### src/trig_ctrl_pkg.sv
/*
  Package for the storage trigger controller: register map, field
  positions, reset values, timing constants and shared types.
  Assumes a 100 MHz system clock and a 32-bit classic Wishbone bus.
*/
package trig_ctrl_pkg;

  // Clock and tick timing
  localparam int unsigned CLK_HZ          = 100_000_000;
  localparam int unsigned TICK_PERIOD_S   = 1;
  localparam int unsigned TICK_CYCLES     = CLK_HZ * TICK_PERIOD_S;
  localparam int unsigned POST_MARGIN_MIN = 5;

  // Register byte offsets
  localparam logic [7:0] ADDR_CTRL      = 8'h00;
  localparam logic [7:0] ADDR_FOLLOW    = 8'h04;
  localparam logic [7:0] ADDR_POSTPROC  = 8'h08;
  localparam logic [7:0] ADDR_PRETRIG   = 8'h0c;
  localparam logic [7:0] ADDR_POSTTRIG  = 8'h10;
  localparam logic [7:0] ADDR_STATUS    = 8'h14;
  localparam logic [7:0] ADDR_WORD      = 8'h18;
  localparam logic [7:0] ADDR_IRQ_STAT  = 8'h1c;
  localparam logic [7:0] ADDR_IRQ_MASK  = 8'h20;

  // Control register fields
  localparam int unsigned CTRL_MODE_LSB  = 0;
  localparam int unsigned CTRL_START_DEF = 2;
  localparam int unsigned CTRL_STOP_DEF  = 3;
  localparam int unsigned CTRL_SAVE_TRIG = 4;
  localparam int unsigned CTRL_CONT      = 5;
  localparam int unsigned CTRL_ENABLE    = 6;
  localparam logic [31:0] CTRL_RESET     = 32'h0000_0000;

  // Trigger status word bit positions
  localparam int unsigned SB_PRE     = 0;
  localparam int unsigned SB_BETWEEN = 1;
  localparam int unsigned SB_POST    = 2;
  localparam int unsigned SB_EVENT   = 3;
  localparam int unsigned SB_MANEUV  = 4;
  localparam int unsigned SB_WAKEUP  = 12;
  localparam int unsigned SB_PWRBAD  = 13;
  localparam int unsigned SB_PWRGOOD = 14;
  localparam int unsigned SB_IGN     = 15;

  // Interrupt event bits
  localparam int unsigned IRQ_STORE_ON  = 0;
  localparam int unsigned IRQ_STORE_OFF = 1;
  localparam int unsigned IRQ_SHUTDOWN  = 2;
  localparam int unsigned IRQ_WIDTH     = 3;

  // Trigger modes
  typedef enum logic [1:0] {
    MODE_START    = 2'b00,
    MODE_STOP     = 2'b01,
    MODE_STARTSTP = 2'b10,
    MODE_LEVEL    = 2'b11
  } trig_mode_e;

  // Storage state machine, Gray coded along the usual path
  typedef enum logic [2:0] {
    ST_IDLE    = 3'b000,
    ST_STORE   = 3'b001,
    ST_FOLLOW  = 3'b011,
    ST_POSTPRC = 3'b010,
    ST_OFF     = 3'b110
  } store_state_e;

  // Inputs from condition evaluator, remote line and power management
  typedef struct packed {
    logic start_pulse;
    logic stop_pulse;
    logic cond_level;
    logic remote_off;
    logic power_down;
    logic sample_strobe;
  } trig_in_s;

  typedef struct packed {
    logic bus_activity_wakeup;
    logic ignition_remote_line;
    logic power_bad;
    logic power_good;
    logic maneuver;
  } sys_flags_s;

  // Wishbone request bundle
  typedef struct packed {
    logic        cyc;
    logic        stb;
    logic        we;
    logic [3:0]  sel;
    logic [7:0]  adr;
    logic [31:0] dat;
  } wb_req_s;

endpackage : trig_ctrl_pkg

### src/storage_trigger_control.sv
/*
  Storage trigger controller: decides when samples are stored under four
  trigger modes, runs the follow-up and post-processing timeouts and
  builds the 16-bit trigger status word. Registers over classic Wishbone.
  Assumes trigger inputs are synchronous to i_clk_sys and that the
  ignition remote line arrives already debounced.
*/
// Function
// - Start mode stores from the start pulse until orderly power-down.
// - Nonzero follow-up time extends storing by that many seconds.
// - Stop mode stores from power-up until the trigger pulse.
// - Stop mode without event records until remote-off or follow-up expiry.
// - Start-and-stop mode stores between start pulse and stop pulse.
// - Without stop event, recording runs until remote-off or follow-up expiry.
// - Level mode stores while the condition holds, one cycle behind it.
// - Level held true records until remote-off or follow-up expiry.
// - After remote-off, shut down when post-processing timeout elapses.
// - With trigger saving on, a 16-bit status word accompanies each sample.
// - Bit 0 marks pre-trigger time, bit 2 post-trigger time.
// - Bit 1 marks storing; held set throughout continuous acquisition.
// - Bit 3 pulses one sample per rising trigger, two if the edge meets a strobe; once in continuous.
// - Bit 4 marks maneuver recording running.
// - Bits 12, 13, 14 show wake-up, supply lost, capacitors charged.
// - Bit 15 carries the debounced ignition remote line.
`timescale 1ns/1ps

module storage_trigger_control
  import trig_ctrl_pkg::*;
#(
  parameter int unsigned TICK_CYC = TICK_CYCLES
)
(
  input  wire logic                        i_clk_sys,
  input  wire logic                        i_reset,
  input  wire trig_ctrl_pkg::wb_req_s      i_wb,
  output logic                             o_wb_ack,
  output logic [31:0]                      o_wb_dat,
  input  wire trig_ctrl_pkg::trig_in_s     i_trig,
  input  wire trig_ctrl_pkg::sys_flags_s   i_flags,
  output logic                             o_storing,
  output logic                             o_shutdown,
  output logic [15:0]                      o_status_word,
  output logic                             o_status_valid,
  output logic                             o_irq
);
  import trig_ctrl_pkg::*;

  ////////////////////////////////////////////////////////////////////////
  // Registers
  logic [31:0]      ctrl_reg;
  logic [15:0]      follow_reg;
  logic [15:0]      postproc_reg;
  logic [15:0]      pretrig_reg;
  logic [15:0]      posttrig_reg;
  logic [IRQ_WIDTH-1:0] irq_stat_reg;
  logic [IRQ_WIDTH-1:0] irq_mask_reg;
  store_state_e     state_reg;
  store_state_e     state_next;
  logic [31:0]      tick_cnt_reg;
  logic [15:0]      follow_cnt_reg;
  logic [15:0]      post_cnt_reg;
  logic [15:0]      pre_cnt_reg;
  logic [15:0]      ptrig_cnt_reg;
  logic             cond_prev_reg;
  logic             cont_event_done_reg;
  logic             ack_reg;
  logic [31:0]      rdat_reg;
  logic [15:0]      word_reg;
  logic             word_valid_reg;
  logic             irq_reg;
  logic             event_pend_reg;
  logic             stop_seen_reg;
  logic             post_run_reg;

  ////////////////////////////////////////////////////////////////////////
  // Field decode
  wire trig_mode_e mode       = trig_mode_e'(ctrl_reg[CTRL_MODE_LSB +: 2]);
  wire logic       start_def  = ctrl_reg[CTRL_START_DEF];
  wire logic       stop_def   = ctrl_reg[CTRL_STOP_DEF];
  wire logic       save_trig  = ctrl_reg[CTRL_SAVE_TRIG];
  wire logic       cont_mode  = ctrl_reg[CTRL_CONT];
  wire logic       enable     = ctrl_reg[CTRL_ENABLE];
  wire logic       tick       = (tick_cnt_reg == TICK_CYC - 1);

  // Saturating decrement used by all second counters
  function automatic logic [15:0] dec_sat(input logic [15:0] v);
    dec_sat = (v == 16'h0000) ? 16'h0000 : v - 16'h0001;
  endfunction : dec_sat

  ////////////////////////////////////////////////////////////////////////
  // Start and end conditions per mode
  wire logic rise       = i_trig.cond_level & ~cond_prev_reg;
  wire logic start_hit  =
    (mode == MODE_START)    ? i_trig.start_pulse :
    (mode == MODE_STOP)     ? ~stop_seen_reg :
    (mode == MODE_STARTSTP) ? i_trig.start_pulse :
                              i_trig.cond_level;
  wire logic stop_hit   =
    (mode == MODE_START)    ? i_trig.power_down :
    (mode == MODE_STOP)     ? (start_def & i_trig.start_pulse) :
    (mode == MODE_STARTSTP) ? (stop_def & i_trig.stop_pulse) :
                              ~i_trig.cond_level;
  wire logic end_hit    = stop_hit | i_trig.remote_off;
  wire logic follow_on  = (follow_reg != 16'h0000);

  ////////////////////////////////////////////////////////////////////////
  // State transitions
  always_comb
  begin
    state_next = state_reg;
    unique case (state_reg)
      ST_IDLE:
      begin
        if (i_trig.remote_off & enable)
          state_next = ST_POSTPRC;
        else if (enable & start_hit)
          state_next = ST_STORE;
      end
      ST_STORE:
      begin
        if (i_trig.remote_off & ~follow_on)
          state_next = ST_POSTPRC;
        else if (end_hit)
          state_next = follow_on ? ST_FOLLOW : ST_IDLE;
      end
      ST_FOLLOW:
      begin
        if (follow_cnt_reg == 16'h0000)
          state_next = i_trig.remote_off ? ST_POSTPRC : ST_IDLE;
        else if ((mode == MODE_LEVEL) & i_trig.cond_level & ~i_trig.remote_off)
          state_next = ST_STORE;
      end
      ST_POSTPRC:
      begin
        if (post_cnt_reg == 16'h0000)
          state_next = ST_OFF;
      end
      ST_OFF:
        state_next = ST_OFF;
      default:
        state_next = ST_IDLE;
    endcase
    // Timeout after remote-off cuts any state, follow-up included
    if (post_run_reg & (post_cnt_reg == 16'h0000) & (state_reg != ST_OFF))
      state_next = ST_OFF;
  end

  // State register and second tick
  always_ff @(posedge i_clk_sys)
  begin
    if (i_reset)
    begin
      state_reg     <= ST_IDLE;
      tick_cnt_reg  <= 32'h0000_0000;
      stop_seen_reg <= 1'b0;
    end
    else
    begin
      state_reg     <= state_next;
      // Stop mode stores once per power-up, no restart after the trigger
      stop_seen_reg <= stop_seen_reg | ((mode == MODE_STOP) & stop_hit);
      tick_cnt_reg <= tick ? 32'h0000_0000 : tick_cnt_reg + 32'h0000_0001;
    end
  end

  ////////////////////////////////////////////////////////////////////////
  // Follow-up, post-processing, pre- and post-trigger counters
  wire logic enter_follow = (state_reg != ST_FOLLOW) & (state_next == ST_FOLLOW);
  wire logic post_go      = i_trig.remote_off & enable & ~post_run_reg & (state_reg != ST_OFF);
  wire logic enter_store  = (state_reg != ST_STORE) & (state_next == ST_STORE);

  always_ff @(posedge i_clk_sys)
  begin
    if (i_reset)
    begin
      follow_cnt_reg <= 16'h0000;
      post_cnt_reg   <= 16'h0000;
      pre_cnt_reg    <= 16'h0000;
      ptrig_cnt_reg  <= 16'h0000;
      post_run_reg   <= 1'b0;
    end
    else
    begin
      if (post_go)
        post_run_reg <= 1'b1;
      if (enter_follow)
        follow_cnt_reg <= follow_reg;
      else if (tick)
        follow_cnt_reg <= dec_sat(follow_cnt_reg);
      if (post_go)
        post_cnt_reg <= postproc_reg;
      else if (tick)
        post_cnt_reg <= dec_sat(post_cnt_reg);
      if (enter_store)
        pre_cnt_reg <= pretrig_reg;
      else if (tick)
        pre_cnt_reg <= dec_sat(pre_cnt_reg);
      if (enter_follow)
        ptrig_cnt_reg <= posttrig_reg;
      else if (tick)
        ptrig_cnt_reg <= dec_sat(ptrig_cnt_reg);
    end
  end

  ////////////////////////////////////////////////////////////////////////
  // Trigger status word assembly
  wire logic storing_now = (state_reg == ST_STORE) | (state_reg == ST_FOLLOW);
  wire logic event_bit   = cont_mode ? (~cont_event_done_reg & storing_now)
                                     : (rise | event_pend_reg);
  wire logic [15:0] word_next = {
    i_flags.ignition_remote_line,
    i_flags.power_good,
    i_flags.power_bad,
    i_flags.bus_activity_wakeup,
    7'h00,
    i_flags.maneuver,
    event_bit,
    (state_reg == ST_FOLLOW) & (ptrig_cnt_reg != 16'h0000),
    cont_mode ? storing_now : (state_reg == ST_STORE),
    (state_reg == ST_STORE) & (pre_cnt_reg != 16'h0000)
  };

  // Word latched on each sample; rising edge held until the first strobe after its cycle
  always_ff @(posedge i_clk_sys)
  begin
    if (i_reset)
    begin
      cond_prev_reg       <= 1'b0;
      event_pend_reg      <= 1'b0;
      cont_event_done_reg <= 1'b0;
      word_reg            <= 16'h0000;
      word_valid_reg      <= 1'b0;
    end
    else
    begin
      cond_prev_reg  <= i_trig.cond_level;
      word_valid_reg <= i_trig.sample_strobe & save_trig & storing_now;
      if (i_trig.sample_strobe)
        word_reg <= word_next;
      if (rise)
        event_pend_reg <= 1'b1;
      else if (i_trig.sample_strobe)
        event_pend_reg <= 1'b0;
      if (~storing_now)
        cont_event_done_reg <= 1'b0;
      else if (i_trig.sample_strobe)
        cont_event_done_reg <= 1'b1;
    end
  end

  ////////////////////////////////////////////////////////////////////////
  // Wishbone slave decode
  wire logic        wb_hit   = i_wb.cyc & i_wb.stb & ~ack_reg;
  wire logic        wb_wr    = wb_hit & i_wb.we & (&i_wb.sel);
  wire logic [IRQ_WIDTH-1:0] irq_events = {
    (state_next == ST_OFF) & (state_reg != ST_OFF),
    storing_now & ~(state_next == ST_STORE | state_next == ST_FOLLOW),
    enter_store & (state_reg == ST_IDLE)
  };
  wire logic [31:0] rd_mux =
    (i_wb.adr == ADDR_CTRL)     ? ctrl_reg :
    (i_wb.adr == ADDR_FOLLOW)   ? {16'h0000, follow_reg} :
    (i_wb.adr == ADDR_POSTPROC) ? {16'h0000, postproc_reg} :
    (i_wb.adr == ADDR_PRETRIG)  ? {16'h0000, pretrig_reg} :
    (i_wb.adr == ADDR_POSTTRIG) ? {16'h0000, posttrig_reg} :
    (i_wb.adr == ADDR_STATUS)   ? {16'h0000, follow_cnt_reg[12:0], state_reg} :
    (i_wb.adr == ADDR_WORD)     ? {16'h0000, word_reg} :
    (i_wb.adr == ADDR_IRQ_STAT) ? {29'h0, irq_stat_reg} :
    (i_wb.adr == ADDR_IRQ_MASK) ? {29'h0, irq_mask_reg} :
                                  32'h0000_0000;

  // Configuration registers; writes need all four byte lanes
  always_ff @(posedge i_clk_sys)
  begin
    if (i_reset)
    begin
      ctrl_reg     <= CTRL_RESET;
      follow_reg   <= 16'h0000;
      postproc_reg <= 16'h0000;
      pretrig_reg  <= 16'h0000;
      posttrig_reg <= 16'h0000;
      irq_mask_reg <= '0;
    end
    else if (wb_wr)
    begin
      if (i_wb.adr == ADDR_CTRL)
        ctrl_reg <= {25'h0, i_wb.dat[6:0]};
      if (i_wb.adr == ADDR_FOLLOW)
        follow_reg <= i_wb.dat[15:0];
      if (i_wb.adr == ADDR_POSTPROC)
        postproc_reg <= i_wb.dat[15:0];
      if (i_wb.adr == ADDR_PRETRIG)
        pretrig_reg <= i_wb.dat[15:0];
      if (i_wb.adr == ADDR_POSTTRIG)
        posttrig_reg <= i_wb.dat[15:0];
      if (i_wb.adr == ADDR_IRQ_MASK)
        irq_mask_reg <= i_wb.dat[IRQ_WIDTH-1:0];
    end
  end

  // Sticky interrupt status; a new event wins over write-one-to-clear
  wire logic [IRQ_WIDTH-1:0] irq_clr =
    (wb_wr & (i_wb.adr == ADDR_IRQ_STAT)) ? i_wb.dat[IRQ_WIDTH-1:0] : '0;

  always_ff @(posedge i_clk_sys)
  begin
    if (i_reset)
    begin
      irq_stat_reg <= '0;
      irq_reg      <= 1'b0;
      ack_reg      <= 1'b0;
      rdat_reg     <= 32'h0000_0000;
    end
    else
    begin
      irq_stat_reg <= (irq_stat_reg & ~irq_clr) | irq_events;
      irq_reg      <= |(irq_stat_reg & irq_mask_reg);
      ack_reg      <= wb_hit;
      rdat_reg     <= wb_hit ? rd_mux : 32'h0000_0000;
    end
  end

  ////////////////////////////////////////////////////////////////////////
  // Registered outputs
  logic storing_reg;
  logic shutdown_reg;

  always_ff @(posedge i_clk_sys)
  begin
    if (i_reset)
    begin
      storing_reg  <= 1'b0;
      shutdown_reg <= 1'b0;
    end
    else
    begin
      storing_reg  <= (state_next == ST_STORE) | (state_next == ST_FOLLOW);
      shutdown_reg <= (state_next == ST_OFF);
    end
  end

  assign o_wb_ack       = ack_reg;
  assign o_wb_dat       = rdat_reg;
  assign o_storing      = storing_reg;
  assign o_shutdown     = shutdown_reg;
  assign o_status_word  = word_reg;
  assign o_status_valid = word_valid_reg;
  assign o_irq          = irq_reg;

endmodule : storage_trigger_control

### config.mk
export PLATFORM = sky130hd
export DESIGN_NAME = storage_trigger_control
export DESIGN_NICKNAME = d
export VERILOG_FILES = /design/src/trig_ctrl_pkg.sv /design/src/storage_trigger_control.sv
export SDC_FILE = /design/constraint.sdc
export NUM_CORES = 1
export LEC_CHECK = 0
export BUFFER_PORTS_ARGS = -buffer_cell sky130_fd_sc_hd__buf_4
export CORE_ASPECT_RATIO = 0.6
export CORE_MARGIN = 8
export CORE_UTILIZATION = 57
export CTS_CLUSTER_DIAMETER = 120
export DETAILED_ROUTE_END_ITERATION = 10
export HOLD_SLACK_MARGIN = 0.08
export PLACE_DENSITY = 0.83
export SKIP_CTS_REPAIR_TIMING = 1
export SLEW_MARGIN = 5
export SYNTH_ARGS = -nofsm -noshare
export SYNTH_HDL_FRONTEND = slang
export SYNTH_SLANG_ARGS = --single-unit
### constraint.sdc
create_clock -name i_clk_sys -period 6 [get_ports i_clk_sys]
set_clock_uncertainty 0.1 [all_clocks]
set_input_delay 0.9 -clock i_clk_sys [delete_from_list [all_inputs] [get_ports i_clk_sys]]
set_output_delay 0.9 -clock i_clk_sys [all_outputs]
set_load 0.005 [all_outputs]
==> metrics, run 1 <==
antenna violation net count after detailed routing=0; delay of the slowest critical-path stage=770 ps; cell count after synthesis=1319; full die area=22800 um2; final hold viol count=0; number of input and output port buffers inserted=73; number of unique standard cell types used by synthesis=69; number of pins with negative max-slew slack in the final report=0; total clock buffers created by CTS=21; met1 capacity usage during global routing=39.7%; fraction of synthesized cell area taken by the top area cell type=41.0%; setup repair after global routing missed its margin=false; share of post-route cells with drive strength above 1=9.99%; status=finished clean; clock-pin slew on the worst setup and hold paths=60 ps; global-route track usage on met3=9.23%; start point of the critical path=post_cnt_reg[0]$_SDFFE_PP0P_; area of the placeable core=17900 um2; total negative setup slack=0 ps; Die Span X=190 um; number of antenna violations at the first check in global routing=2; Hold Crit Class=reg -> reg; Die Y-Extent=120 um; via count of the first global-routing pass=9178; Slew @ Worst Pin=1330 ps; Pre-Repair DR Iteration Count=7; Max-slew headroom=10.8%; GPL Wtd Cong=1.01; Max Cap Viol=0; number of synthesized flops with an enable pin=0; wire length per cell after detailed routing=20.2 um; H-tree Lvls=1; synthesis-to-layout area growth=11.7%; number of flip-flops and latches in the synthesized netlist=211; number of flip-flops in the largest register=32; initial standard-cell utilization of the core=57.7%; Via density=6.49; total number of vias=10.4k; required time of the worst setup path=6250 ps; most prevalent standard cell on the critical path=nor2_1; Highest Clock Rate=288 MHz; category of the most critical setup path=reg -> reg; power density cells=246 nW/um2; total number of placement rows=38; share of flip-flops with an asynchronous set or reset=0%; startpoint of the worst-slack reg-to-reg timing path=post_cnt_reg[0]$_SDFFE_PP0P_; Residual DRC=0; top flip-flop cell by instance count after synthesis=dfxtp_1; number of gates on the worst path with buffers counted=8; clock tree sinks=211; total number of nets in the final design=1414; worst ir drop on vdd=0.212 mV; critical path arrival=3730 ps; insertion delay to the later sink of the worst-skew pair=500 ps; Post-Place Worst Slack=2260 ps; worst path cell trace=inv_1 -> ha_1 -> or4b_1 -> or4_1 -> o21ai_1 -> nor2_1 -> a221oi_1 -> nor2_1; highest-utilization routing layer at the global route stage=met1; setup ws final=2530 ps; starting DRC count in detailed routing=1563; top post-synthesis cells by area=dfxtp_1, nand2_1, a21oi_1; post-route cell area=11500 um2; final setup fails=0; Post-Synthesis Cell Area=10300 um2; register area share after synthesis=41.0%; total power draw=2.84 mW; leading area contributor after synthesis=dfxtp_1; critical-path cell with the highest stage delay=o21ai_1; leakage dissipation=3.96 nW; type of destination of the critical path=register; final critical delay including setup and external delays=3470 ps; Placed Area=10800 um2; GR Util met2=37.4%; Detailed Route WL=32300 um; total buffers and inverters traversed by the critical path=1; global-route wire length before repair=50600 um; number of inserted diodes=0; endpoint of the most critical register-to-register path=post_cnt_reg[0]$_SDFFE_PP0P_; final worst path period share=57.9%; worst hold slack after final layout=371 ps; overall global routing resource usage=27.0%; global route total overflow=0; largest fanout on the critical path=14; endpoint of the worst setup timing path=post_cnt_reg[0]$_SDFFE_PP0P_; count of boundary I/O pins=113; worst setup slack for register-to-register paths=2530 ps; clk root buf=clkbuf_16; number of warnings printed during yosys synthesis=0; mean instance size in the synthesized netlist=7.82 um2; startpoint class of the critical path=register; pin count of the biggest net entering global routing=82; total half-perimeter wirelength after legalization and detailed placement=22800 um; buffer levels on the longest clock path=3; Worst Reg2Reg Path Length in Cells=8; dominant delay contributor by cell family on the critical path=simple AND/OR/NAND/NOR gates; TritonCTS clock tree=yes
[power by group]
group          switching (mW)  internal (mW)  leakage, nW  total [mW]
combinational          0.0721         0.0360         1.92       0.108
clock                   0.566          0.754        0.342        1.32
sequential            0.00512           1.41         1.70        1.41
[metrics by stage]
step	std cells	util [%]
finish	1602	64.4
detailed placement	1564	60.6
global route	1602	64.4
floorplan	1341	-
global placement	1564	60.6
CTS	1602	64.4
[layout by cell type (no fill, tap or decap), drive strengths merged, types with 11 or more instances in the layout]
cell	netlist	layout
dfxtp	211	211
nand2	203	203
nor2	156	156
a21oi	128	128
buf	37	79
nor3	73	73
o21ai	44	44
nor4	30	30
clkbuf	59	30
inv	26	28
a22oi	27	27
nand3	25	25
a211oi	25	25
conb	1	23
mux2i	21	21
or3	19	19
or4	19	19
xnor2	18	18
nand4	17	17
o31ai	15	15
a311oi	14	14
nand2b	13	13
a31oi	13	13
nor2b	12	12
and3	12	12
a222oi	11	11
[worst reg2reg max path: cells and delay by family (launching register included)]
kind / cells / cell delay [ps]
DFF: 1 / 330
and+or+nand+nor: 4 / 1480
adders and majority gates: 1 / 190
buffers and inverters: 1 / 120
AOI/OAI and AO/OA: 2 / 1120
[cells in the mapped netlist, drive strengths merged (2+ instances only)]
| cell type | instances |
|---|---|
| dfxtp | 211 |
| o21ai | 44 |
| a31oi | 13 |
| a311oi | 14 |
| a221oi | 5 |
| nor3 | 73 |
| clkbuf | 59 |
| o41ai | 3 |
| or2 | 3 |
| or3 | 19 |
| o31ai | 15 |
| inv | 26 |
| xnor2 | 18 |
| nand3b | 3 |
| a222oi | 11 |
| nor3b | 4 |
| mux2i | 21 |
| or4 | 19 |
| o221ai | 4 |
| a32oi | 5 |
| nand4 | 17 |
| and3 | 12 |
| a22o | 3 |
| ha | 7 |
| a21oi | 128 |
| or4b | 3 |
| nor2b | 12 |
| nand3 | 25 |
| a211oi | 25 |
| o22ai | 7 |
| a22oi | 27 |
| o211ai | 5 |
| mux2 | 2 |
| xor2 | 9 |
| buf | 37 |
| nand2b | 13 |
| or3b | 3 |
| nand2 | 203 |
| nand4b | 2 |
| nor4b | 7 |
| nor2 | 156 |
| nor4 | 30 |
[worst min path at each step]
stage / cells after the start / end / startpoint / slack, ps
2_1_floorplan: 1 / tick_cnt_reg[0]$_SDFF_PP0_ / tick_cnt_reg[0]$_SDFF_PP0_ / 330
4_1_cts: 1 / tick_cnt_reg[0]$_SDFF_PP0_ / tick_cnt_reg[0]$_SDFF_PP0_ / 370
6_report: 1 / tick_cnt_reg[0]$_SDFF_PP0_ / tick_cnt_reg[0]$_SDFF_PP0_ / 370
5_1_grt: 2 / pre_cnt_reg[9]$_SDFFE_PP0P_ / pre_cnt_reg[9]$_SDFFE_PP0P_ / 400
3_3_place_gp: 1 / tick_cnt_reg[0]$_SDFF_PP0_ / tick_cnt_reg[0]$_SDFF_PP0_ / 350
3_5_place_dp: 1 / tick_cnt_reg[0]$_SDFF_PP0_ / tick_cnt_reg[0]$_SDFF_PP0_ / 350
[cell type report]
cell class	instances	area, um2
Clock buffer	30	609
Clock inverter	8	72.6
Fill cell	1548	6360
Inverter	26	97.6
Multi-Input combinational cell	1008	5620
Sequential cell	211	4220
Tap cell	240	300
Timing Repair Buffer	79	593
[routing by layer]
layer / routed length [um] / part of all wire (%)
met1: 13600 / 42
met2: 12900 / 40
met3: 5160 / 16
met4: 635 / 2.0
met5: 23 / 0.071
[logic make-up (layout without fill, tap and decap cells)]
group / after synthesis / after routing / share of synthesized area, %
AOI/OAI and AO/OA: 317 / 317 / 19.6
xor gates and xnor gates: 27 / 27 / 2.29
buffers and inverters: 122 / 143 / 5.58
muxes: 24 / 24 / 2.47
other: 1 / 23 / 0.0364
DFF: 211 / 211 / 41.0
and+or+nand+nor: 610 / 610 / 28.3
adders and majority gates: 7 / 7 / 0.849
No activity file was read; power rests on OpenSTA's default activity.
==> inputs of run 2 (changes only) <==
--- a/config.mk
+++ b/config.mk
@@ -8,11 +8,11 @@
 export BUFFER_PORTS_ARGS = -buffer_cell sky130_fd_sc_hd__buf_4
 export CORE_ASPECT_RATIO = 0.6
 export CORE_MARGIN = 8
-export CORE_UTILIZATION = 57
+export CORE_UTILIZATION = 53
 export CTS_CLUSTER_DIAMETER = 120
 export DETAILED_ROUTE_END_ITERATION = 10
 export HOLD_SLACK_MARGIN = 0.08
-export PLACE_DENSITY = 0.83
+export PLACE_DENSITY = 0.81
 export SKIP_CTS_REPAIR_TIMING = 1
 export SLEW_MARGIN = 5
 export SYNTH_ARGS = -nofsm -noshare
==> constraint.sdc (replaced) <==
create_clock -name i_clk_sys -period 3 [get_ports i_clk_sys]
set_clock_uncertainty 0.1 [all_clocks]
set_input_delay 0.45 -clock i_clk_sys [delete_from_list [all_inputs] [get_ports i_clk_sys]]
set_output_delay 0.45 -clock i_clk_sys [all_outputs]
set_load 0.005 [all_outputs]
==> run 2 against run 1 <==
Highest routed layer is now met4. Sequential share of layout area decreased by 1.3 points. Die area increased by 6.7%. First-iteration DRC count shrank 22%. Maximum frequency rose by 23%. Largest cell class unchanged. Cell area increased by 3.6%. Hold slack got worse by 280 ps. Cell count up 2.7%. Combinational power rose by 110%. Sequential power grew 100%. Clock power increased by 100%. Via count fell by 0.59%. Power is 100% higher.
==> metrics, run 2 (synthesis gave the netlist of run 1 again) <==
critical path arrival=3120 ps (-610 ps); total negative setup slack=0 ps (unchanged); min-delay src=i_flags[0]; Hold Crit Class=in -> reg; start point of the critical path=tick_cnt_reg[0]$_SDFF_PP0_; global-route wire length before repair=52300 um (+3.3%); power dissipated by switching net loads=1.25 mW (+94%); Max Cap Viol=0 (unchanged); Residual DRC=0 (unchanged); full die area=24300 um2 (+6.7%); number of antenna violations at the first check in global routing=0 (-2); final hold viol count=0 (unchanged); Die Y-Extent=124 um (+3.2%); startpoint class of the critical path=register; required time of the worst setup path=3300 ps (-2950 ps); antenna violation net count after detailed routing=0 (unchanged); final critical delay including setup and external delays=2820 ps (-652 ps); starting DRC count in detailed routing=1212 (-22%); number of pins with negative max-slew slack in the final report=0 (unchanged); Pre-Repair DR Iteration Count=8 (+1); largest fanout on the critical path=23 (+9); total clock buffers created by CTS=21 (unchanged); Slew @ Worst Pin=699 ps (-634 ps); delay of the slowest critical-path stage=490 ps (-280 ps); synthesis-to-layout area growth=15.8%; total half-perimeter wirelength after legalization and detailed placement=24300 um (+6.6%); buffer levels on the longest clock path=3 (unchanged); cell internal power dissipation=4.48 mW (+100%); Via density=6.28 (-3.2%); clock share of power=46.8% (+0.3 points); total power draw=5.73 mW (+100%); leakage dissipation=4.19 nW (+5.7%); total number of vias=10.3k (-0.59%); clock-pin slew on the worst setup and hold paths=60 ps (about the same); Detailed Route WL=33400 um (+3.5%); H-tree Lvls=1 (unchanged); Switching Share=21.8% (-0.84 points); Max-slew headroom=53.4% (+43 points); share of post-route cells with drive strength above 1=12.6% (+2.6 points); worst path cell trace=ha_1 -> nand3_1 -> or2_1 -> or3_1 -> buf_4 -> nor4_4 -> a22oi_1 -> a211oi_1; wire length per cell after detailed routing=20.3 um (+0.76%); total number of placement rows=39 (+2.6%); global route total overflow=0 (unchanged); overall global routing resource usage=26.9% (-0.065 points); via count of the first global-routing pass=9321 (+1.6%); area of the placeable core=19000 um2 (+6.5%); clk root buf=clkbuf_16; count of boundary I/O pins=113 (unchanged); startpoint of the worst-slack reg-to-reg timing path=tick_cnt_reg[0]$_SDFF_PP0_; commonest non-fill, non-tap cell in the layout=dfxtp_1; clock tree sinks=211 (unchanged); setup ws final=177 ps (-2350 ps); type of destination of the critical path=register; number of input and output port buffers inserted=73 (unchanged); worst ir drop on vdd=0.378 mV (+78%); combinational share of power=3.9% (about the same); insertion delay to the later sink of the worst-skew pair=500 ps (about the same); total number of nets in the final design=1455 (+2.9%); status=finished clean; final worst path period share=94.1% (+36 points); Post-Place Worst Slack=49.8 ps (-2210 ps); sequential group share of total power=49.3% (-0.4 points); final setup fails=0 (unchanged); number of flip-flops in the largest register=32 (unchanged); Highest Clock Rate=354 MHz (+23%); setup repair after global routing missed its margin=false; pin count of the biggest net entering global routing=155 (+89%); category of the most critical setup path=reg -> reg; TritonCTS clock tree=yes; Die Span X=196 um (+3.4%); GPL Wtd Cong=1.03 (+2.0%); initial standard-cell utilization of the core=54.2% (-3.5 points); critical-path cell with the highest stage delay=or3_1; power density cells=480 nW/um2 (+95%); most used cells in the layout excluding fill and tap cells=dfxtp_1, nand2_1, nor2_1
[run 2: cell types whose count changed in the layout (fill, tap and decap cells not counted), sizes merged]
| cell | change |
|---|---|
| buf | +41 |
| clkbuf | -4 |
| bufinv | +2 |
| clkinv | -1 |
| diode | +1 |
| inv | -1 |
[run 2: critical path: cells and delay by family (launching register included)]
family          cells  cell delay (ps)
fa+ha+maj           1              230
compound gates      2              410
buf+inv             1              270
simple gates        4             1310
flops               1              390
[run 2: metal layers]
| layer | vias to the layer above | part of all wire, % | track usage, % |
|---|---|---|---|
| li1 | 4860 | - | - |
| met1 | 4879 | 45 | 39.0 |
| met2 | 559 | 39 | 37.0 |
| met3 | 45 | 14 | 10.7 |
| met4 | 0 | 1.4 | 5.28 |
| met5 | - | 0 | 0 |
[run 2: final timing paths]
path,to,slack [ps],depth (start not counted)
max,follow_cnt_reg[9]$_SDFFE_PP0P_,180,8
max reg2reg,follow_cnt_reg[9]$_SDFFE_PP0P_,180,8
min,o_status_word[4]$_SDFFE_PP0P_,90,3
min reg2reg,post_cnt_reg[12]$_SDFFE_PP0P_,370,2
[run 2: cell type report]
cell class | instances | area [um2]
clock buffers | 26 | 564
diodes | 1 | 2.50
clock inverters | 8 | 121
repair buffers | 120 | 976
well taps | 246 | 308
fillers | 1621 | 7090
multi-input cells | 1008 | 5650
flip-flops and latches | 211 | 4220
inverters | 26 | 97.6
[run 2: power groups by stage]
stage / logic (mW) / clock network (mW) / registers, mW
after global routing: 0.238 / 2.83 / 2.82
after global placement: 0.212 / 0 / 2.88
final: 0.223 / 2.68 / 2.82
after CTS: 0.215 / 2.71 / 2.82
after detailed placement: 0.214 / 0 / 2.89
after floorplan: 0.123 / 0 / 2.88
[run 2: through the flow]
step           hold slack [ps]  area, um2  instances  utilization, %
6_report                  92.6      11900       1646            62.7
3_5_place_dp               367      11200       1611            59.0
4_1_cts                   87.7      11900       1645            62.6
2_1_floorplan              330      10400       1341               -
5_1_grt                    108      11900       1645            62.7
3_3_place_gp               347      11200       1611            59.0
==> inputs of run 3 (changes only) <==
--- a/config.mk
+++ b/config.mk
@@ -5,14 +5,15 @@
 export SDC_FILE = /design/constraint.sdc
 export NUM_CORES = 1
 export LEC_CHECK = 0
+export ABC_AREA = 1
 export BUFFER_PORTS_ARGS = -buffer_cell sky130_fd_sc_hd__buf_4
 export CORE_ASPECT_RATIO = 0.6
 export CORE_MARGIN = 8
-export CORE_UTILIZATION = 53
+export CORE_UTILIZATION = 54
 export CTS_CLUSTER_DIAMETER = 120
 export DETAILED_ROUTE_END_ITERATION = 10
 export HOLD_SLACK_MARGIN = 0.08
-export PLACE_DENSITY = 0.81
+export PLACE_DENSITY = 0.82
 export SKIP_CTS_REPAIR_TIMING = 1
 export SLEW_MARGIN = 5
 export SYNTH_ARGS = -nofsm -noshare
==> constraint.sdc (replaced) <==
create_clock -name i_clk_sys -period 2.4 [get_ports i_clk_sys]
set_clock_uncertainty 0.1 [all_clocks]
set_input_delay 0.36 -clock i_clk_sys [delete_from_list [all_inputs] [get_ports i_clk_sys]]
set_output_delay 0.36 -clock i_clk_sys [all_outputs]
set_load 0.005 [all_outputs]
==> run 3 against run 2 <==
Setup slack got worse by 110 ps. Power rose by 34%. Die area rose by 6.6%. Critical path depth rose by 7. Maximum frequency rose by 21%. Register-to-register slack got worse by 110 ps. Critical endpoint is now follow_cnt_reg[13]$_SDFFE_PP0P_. Largest cell class unchanged. Highest routed layer is now met5.
==> metrics, run 3 <==
global route total overflow=0 (unchanged); insertion delay to the later sink of the worst-skew pair=510 ps (about the same); number of flip-flops and latches in the synthesized netlist=211 (unchanged); critical path arrival=2600 ps (-520 ps); Adder-Cell Fraction of Synth Area=0.776% (-0.073 points); type of destination of the critical path=register; starting DRC count in detailed routing=1532 (+26%); initial standard-cell utilization of the core=54.3% (+0.12 points); Detailed Route WL=37700 um (+13%); share of synthesized cell area in and, or, nand and nor gates=37.3% (+9.1 points); compound-cell area share of the yosys netlist=12.2% (-7.4 points); total number of placement rows=41 (+5.1%); final hold viol count=0 (unchanged); Slew @ Worst Pin=789 ps (+89.9 ps); worst hold slack after final layout=52.1 ps (-40.4 ps); Die Y-Extent=128 um (+3.2%); synthesis-to-layout area growth=20.9%; number of flip-flops in the largest register=32 (unchanged); wire length per cell after detailed routing=17.3 um (-15%); worst ir drop on vdd=0.618 mV (+63%); cell internal power dissipation=5.98 mW (+34%); share of flip-flops with an asynchronous set or reset=0% (unchanged); pin count of the biggest net entering global routing=72 (-54%); Residual DRC=0 (unchanged); worst path cell trace=inv_1 -> ha_2 -> nor3b_2 -> nand3_1 -> buf_6 -> nand2_1 -> nand2_2 -> nor2_4 -> nor2_8 -> buf_4 -> buf_12 -> nand4_1 -> nand2_1 -> nor2_1 -> nor2_1; total number of nets in the final design=1951 (+34%); largest fanout on the critical path=16 (-30%); commonest non-fill, non-tap cell in the layout=nor2_1; clock tree sinks=211 (unchanged); fraction of synthesized cell area taken by the top area cell type=37.4% (-3.5 points); Highest Clock Rate=429 MHz (+21%); number of synthesized flops with an enable pin=0 (unchanged); parity-gate share of the synthesized area counting xor and xnor cells=2.41% (+0.11 points); top flip-flop cell by instance count after synthesis=dfxtp_1; power density cells=561 nW/um2 (+17%); cell count after synthesis=1751 (+33%); register area share after synthesis=37.4% (-3.5 points); total number of vias=12.4k (+20%); leading area contributor after synthesis=dfxtp_1; TritonCTS clock tree=yes; final setup fails=0 (unchanged); required time of the worst setup path=2670 ps (-630 ps); largest family of logic cells by synthesized area=simple AND/OR/NAND/NOR gates; top post-synthesis cells by area=dfxtp_1, nor2_1, nand2_1; area of the placeable core=20800 um2 (+9.2%); clock-pin slew on the worst setup and hold paths=60 ps (about the same); delay of the slowest critical-path stage=310 ps (-180 ps); overall global routing resource usage=27.9% (+0.95 points); Max-slew headroom=47.2% (-6.2 points); number of unique standard cell types used by synthesis=42 (-39%); startpoint class of the critical path=register; Switching Share=21.9% (+0.039 points); via count of the first global-routing pass=11.3k (+21%); Hold Crit Class=in -> reg; dominant delay contributor by cell family on the critical path=simple AND/OR/NAND/NOR gates; number of inserted diodes=0 (-1); antenna violation net count after detailed routing=0 (unchanged); power dissipated by switching net loads=1.67 mW (+34%); number of pins with negative max-slew slack in the final report=0 (unchanged); number of antenna violations at the first check in global routing=1 (+1); Via density=5.70 (-9.3%); total half-perimeter wirelength after legalization and detailed placement=27800 um (+14%); number of warnings printed during yosys synthesis=0 (unchanged); combinational share of power=3.5% (-0.4 points); Max Cap Viol=0 (unchanged); share of post-route cells with drive strength above 1=13.3% (+0.75 points); total clock buffers created by CTS=21 (unchanged); global-route wire length before repair=59200 um (+13%); top cell types by occurrence after synthesis=nor2_1, nand2_1, dfxtp_1; clock share of power=50.5% (+3.7 points); sequential group share of total power=46.0% (-3.3 points); mean instance size in the synthesized netlist=6.45 um2 (-18%); number of input and output port buffers inserted=73 (unchanged); H-tree Lvls=1 (unchanged); category of the most critical setup path=reg -> reg; critical-path cell with the highest stage delay=dfxtp_1; most used cells in the layout excluding fill and tap cells=nor2_1, nand2_1, dfxtp_1; final worst path period share=97.1% (+3.0 points); GPL Wtd Cong=0.967 (-6.0%); top-count cell post-synth=nor2_1; leakage dissipation=5.90 nW (+41%); buffer levels on the longest clock path=3 (unchanged); worst setup slack for register-to-register paths=70 ps (-110 ps); clk root buf=clkbuf_16; Post-Synthesis Cell Area=11300 um2 (+9.4%); status=finished clean; Placed Area=12500 um2 (+11%); post-route cell area=13600 um2 (+14%); Die Span X=203 um (+3.3%); portion of netlist area occupied by mux cells=0% (-2.5 points); final critical delay including setup and external delays=2330 ps (-492 ps); Pre-Repair DR Iteration Count=6 (-2); total buffers and inverters traversed by the critical path=4 (+3); full die area=25900 um2 (+6.6%); count of boundary I/O pins=113 (unchanged)
==> run 3: changes by cell type after synthesis, moves of 65 or more <==
| cell | change |
|---|---|
| inv_1 | +135 |
| o21ai_0 | +85 |
| nor2_1 | +234 |
| nand3_1 | +65 |
| nand2_1 | +145 |
==> run 3: final cells by class <==
type	instances	area (um2)
Clock buffer	21	526
Clock inverter	16	269
Fill cell	1788	7130
Inverter	172	646
Multi-Input combinational cell	1302	6100
Sequential cell	211	4230
Tap cell	279	349
Timing Repair Buffer	176	1530
==> run 3: routing by layer <==
layer  up-vias  part of all wire, %  track usage, %
met4         2                  2.3            7.05
li1       5889                    -               -
met3        77                   14            9.01
met1      5689                   45            41.0
met2       744                   39            38.2
met5         -                0.021               0
==> run 3: logic make-up (layout without fill, tap and decap cells) <==
group,count (synthesis),in the layout
buffers and inverters,260,385
XOR/XNOR,31,31
AND/OR/NAND/NOR,984,984
AO/OA/AOI/OAI,257,257
flip-flops,211,211
other,1,23
adder cells (fa/ha/maj),7,7
==> run 3: worst reg2reg max path: stages, from the launching register on <==
cell,delay [ps]
dfxtp_1,310
inv_1,80
ha_2,210
nor3b_2,180
nand3_1,140
buf_6,160
nand2_1,90
nand2_2,70
nor2_4,160
nor2_8,60
buf_4,160
buf_12,150
nand4_1,110
nand2_1,70
nor2_1,110
nor2_1,40
==> run 3: path summary, 6_finish.rpt <==
path / startpoint / end / cells past startpoint
hold reg to reg: cont_event_done_reg$_SDFFE_PP0P_ / cont_event_done_reg$_SDFFE_PP0P_ / 2
setup / recovery: follow_cnt_reg[0]$_SDFFE_PP0P_ / follow_cnt_reg[13]$_SDFFE_PP0P_ / 15
setup reg to reg: follow_cnt_reg[0]$_SDFFE_PP0P_ / follow_cnt_reg[13]$_SDFFE_PP0P_ / 15
hold / removal: i_flags[2] / o_status_word[13]$_SDFFE_PP0P_ / 3
==> run 3: stage by stage <==
stage | setup WS, ps | TNS [ps] | util [%] | cells | total power, mW
2_1_floorplan | 378 | 0 | - | 1773 | 3.73
3_3_place_gp | 109 | 0 | 60.2 | 2116 | 3.84
3_5_place_dp | 21.2 | 0 | 60.2 | 2116 | 3.84
4_1_cts | 13.3 | 0 | 64.0 | 2153 | 7.63
5_1_grt | -14.4 | -49.2 | 65.7 | 2177 | 7.82
6_report | 69.2 | 0 | 65.7 | 2177 | 7.66
==> run 3: power by group through the flow <==
stage                     sequential [mW]  combinational [mW]  clock, mW
final                                3.52               0.267       3.87
after global routing                 3.52               0.285       4.01
after CTS                            3.52               0.239       3.87
after detailed placement             3.60               0.238          0
after global placement               3.60               0.235          0
after floorplan                      3.60               0.127          0
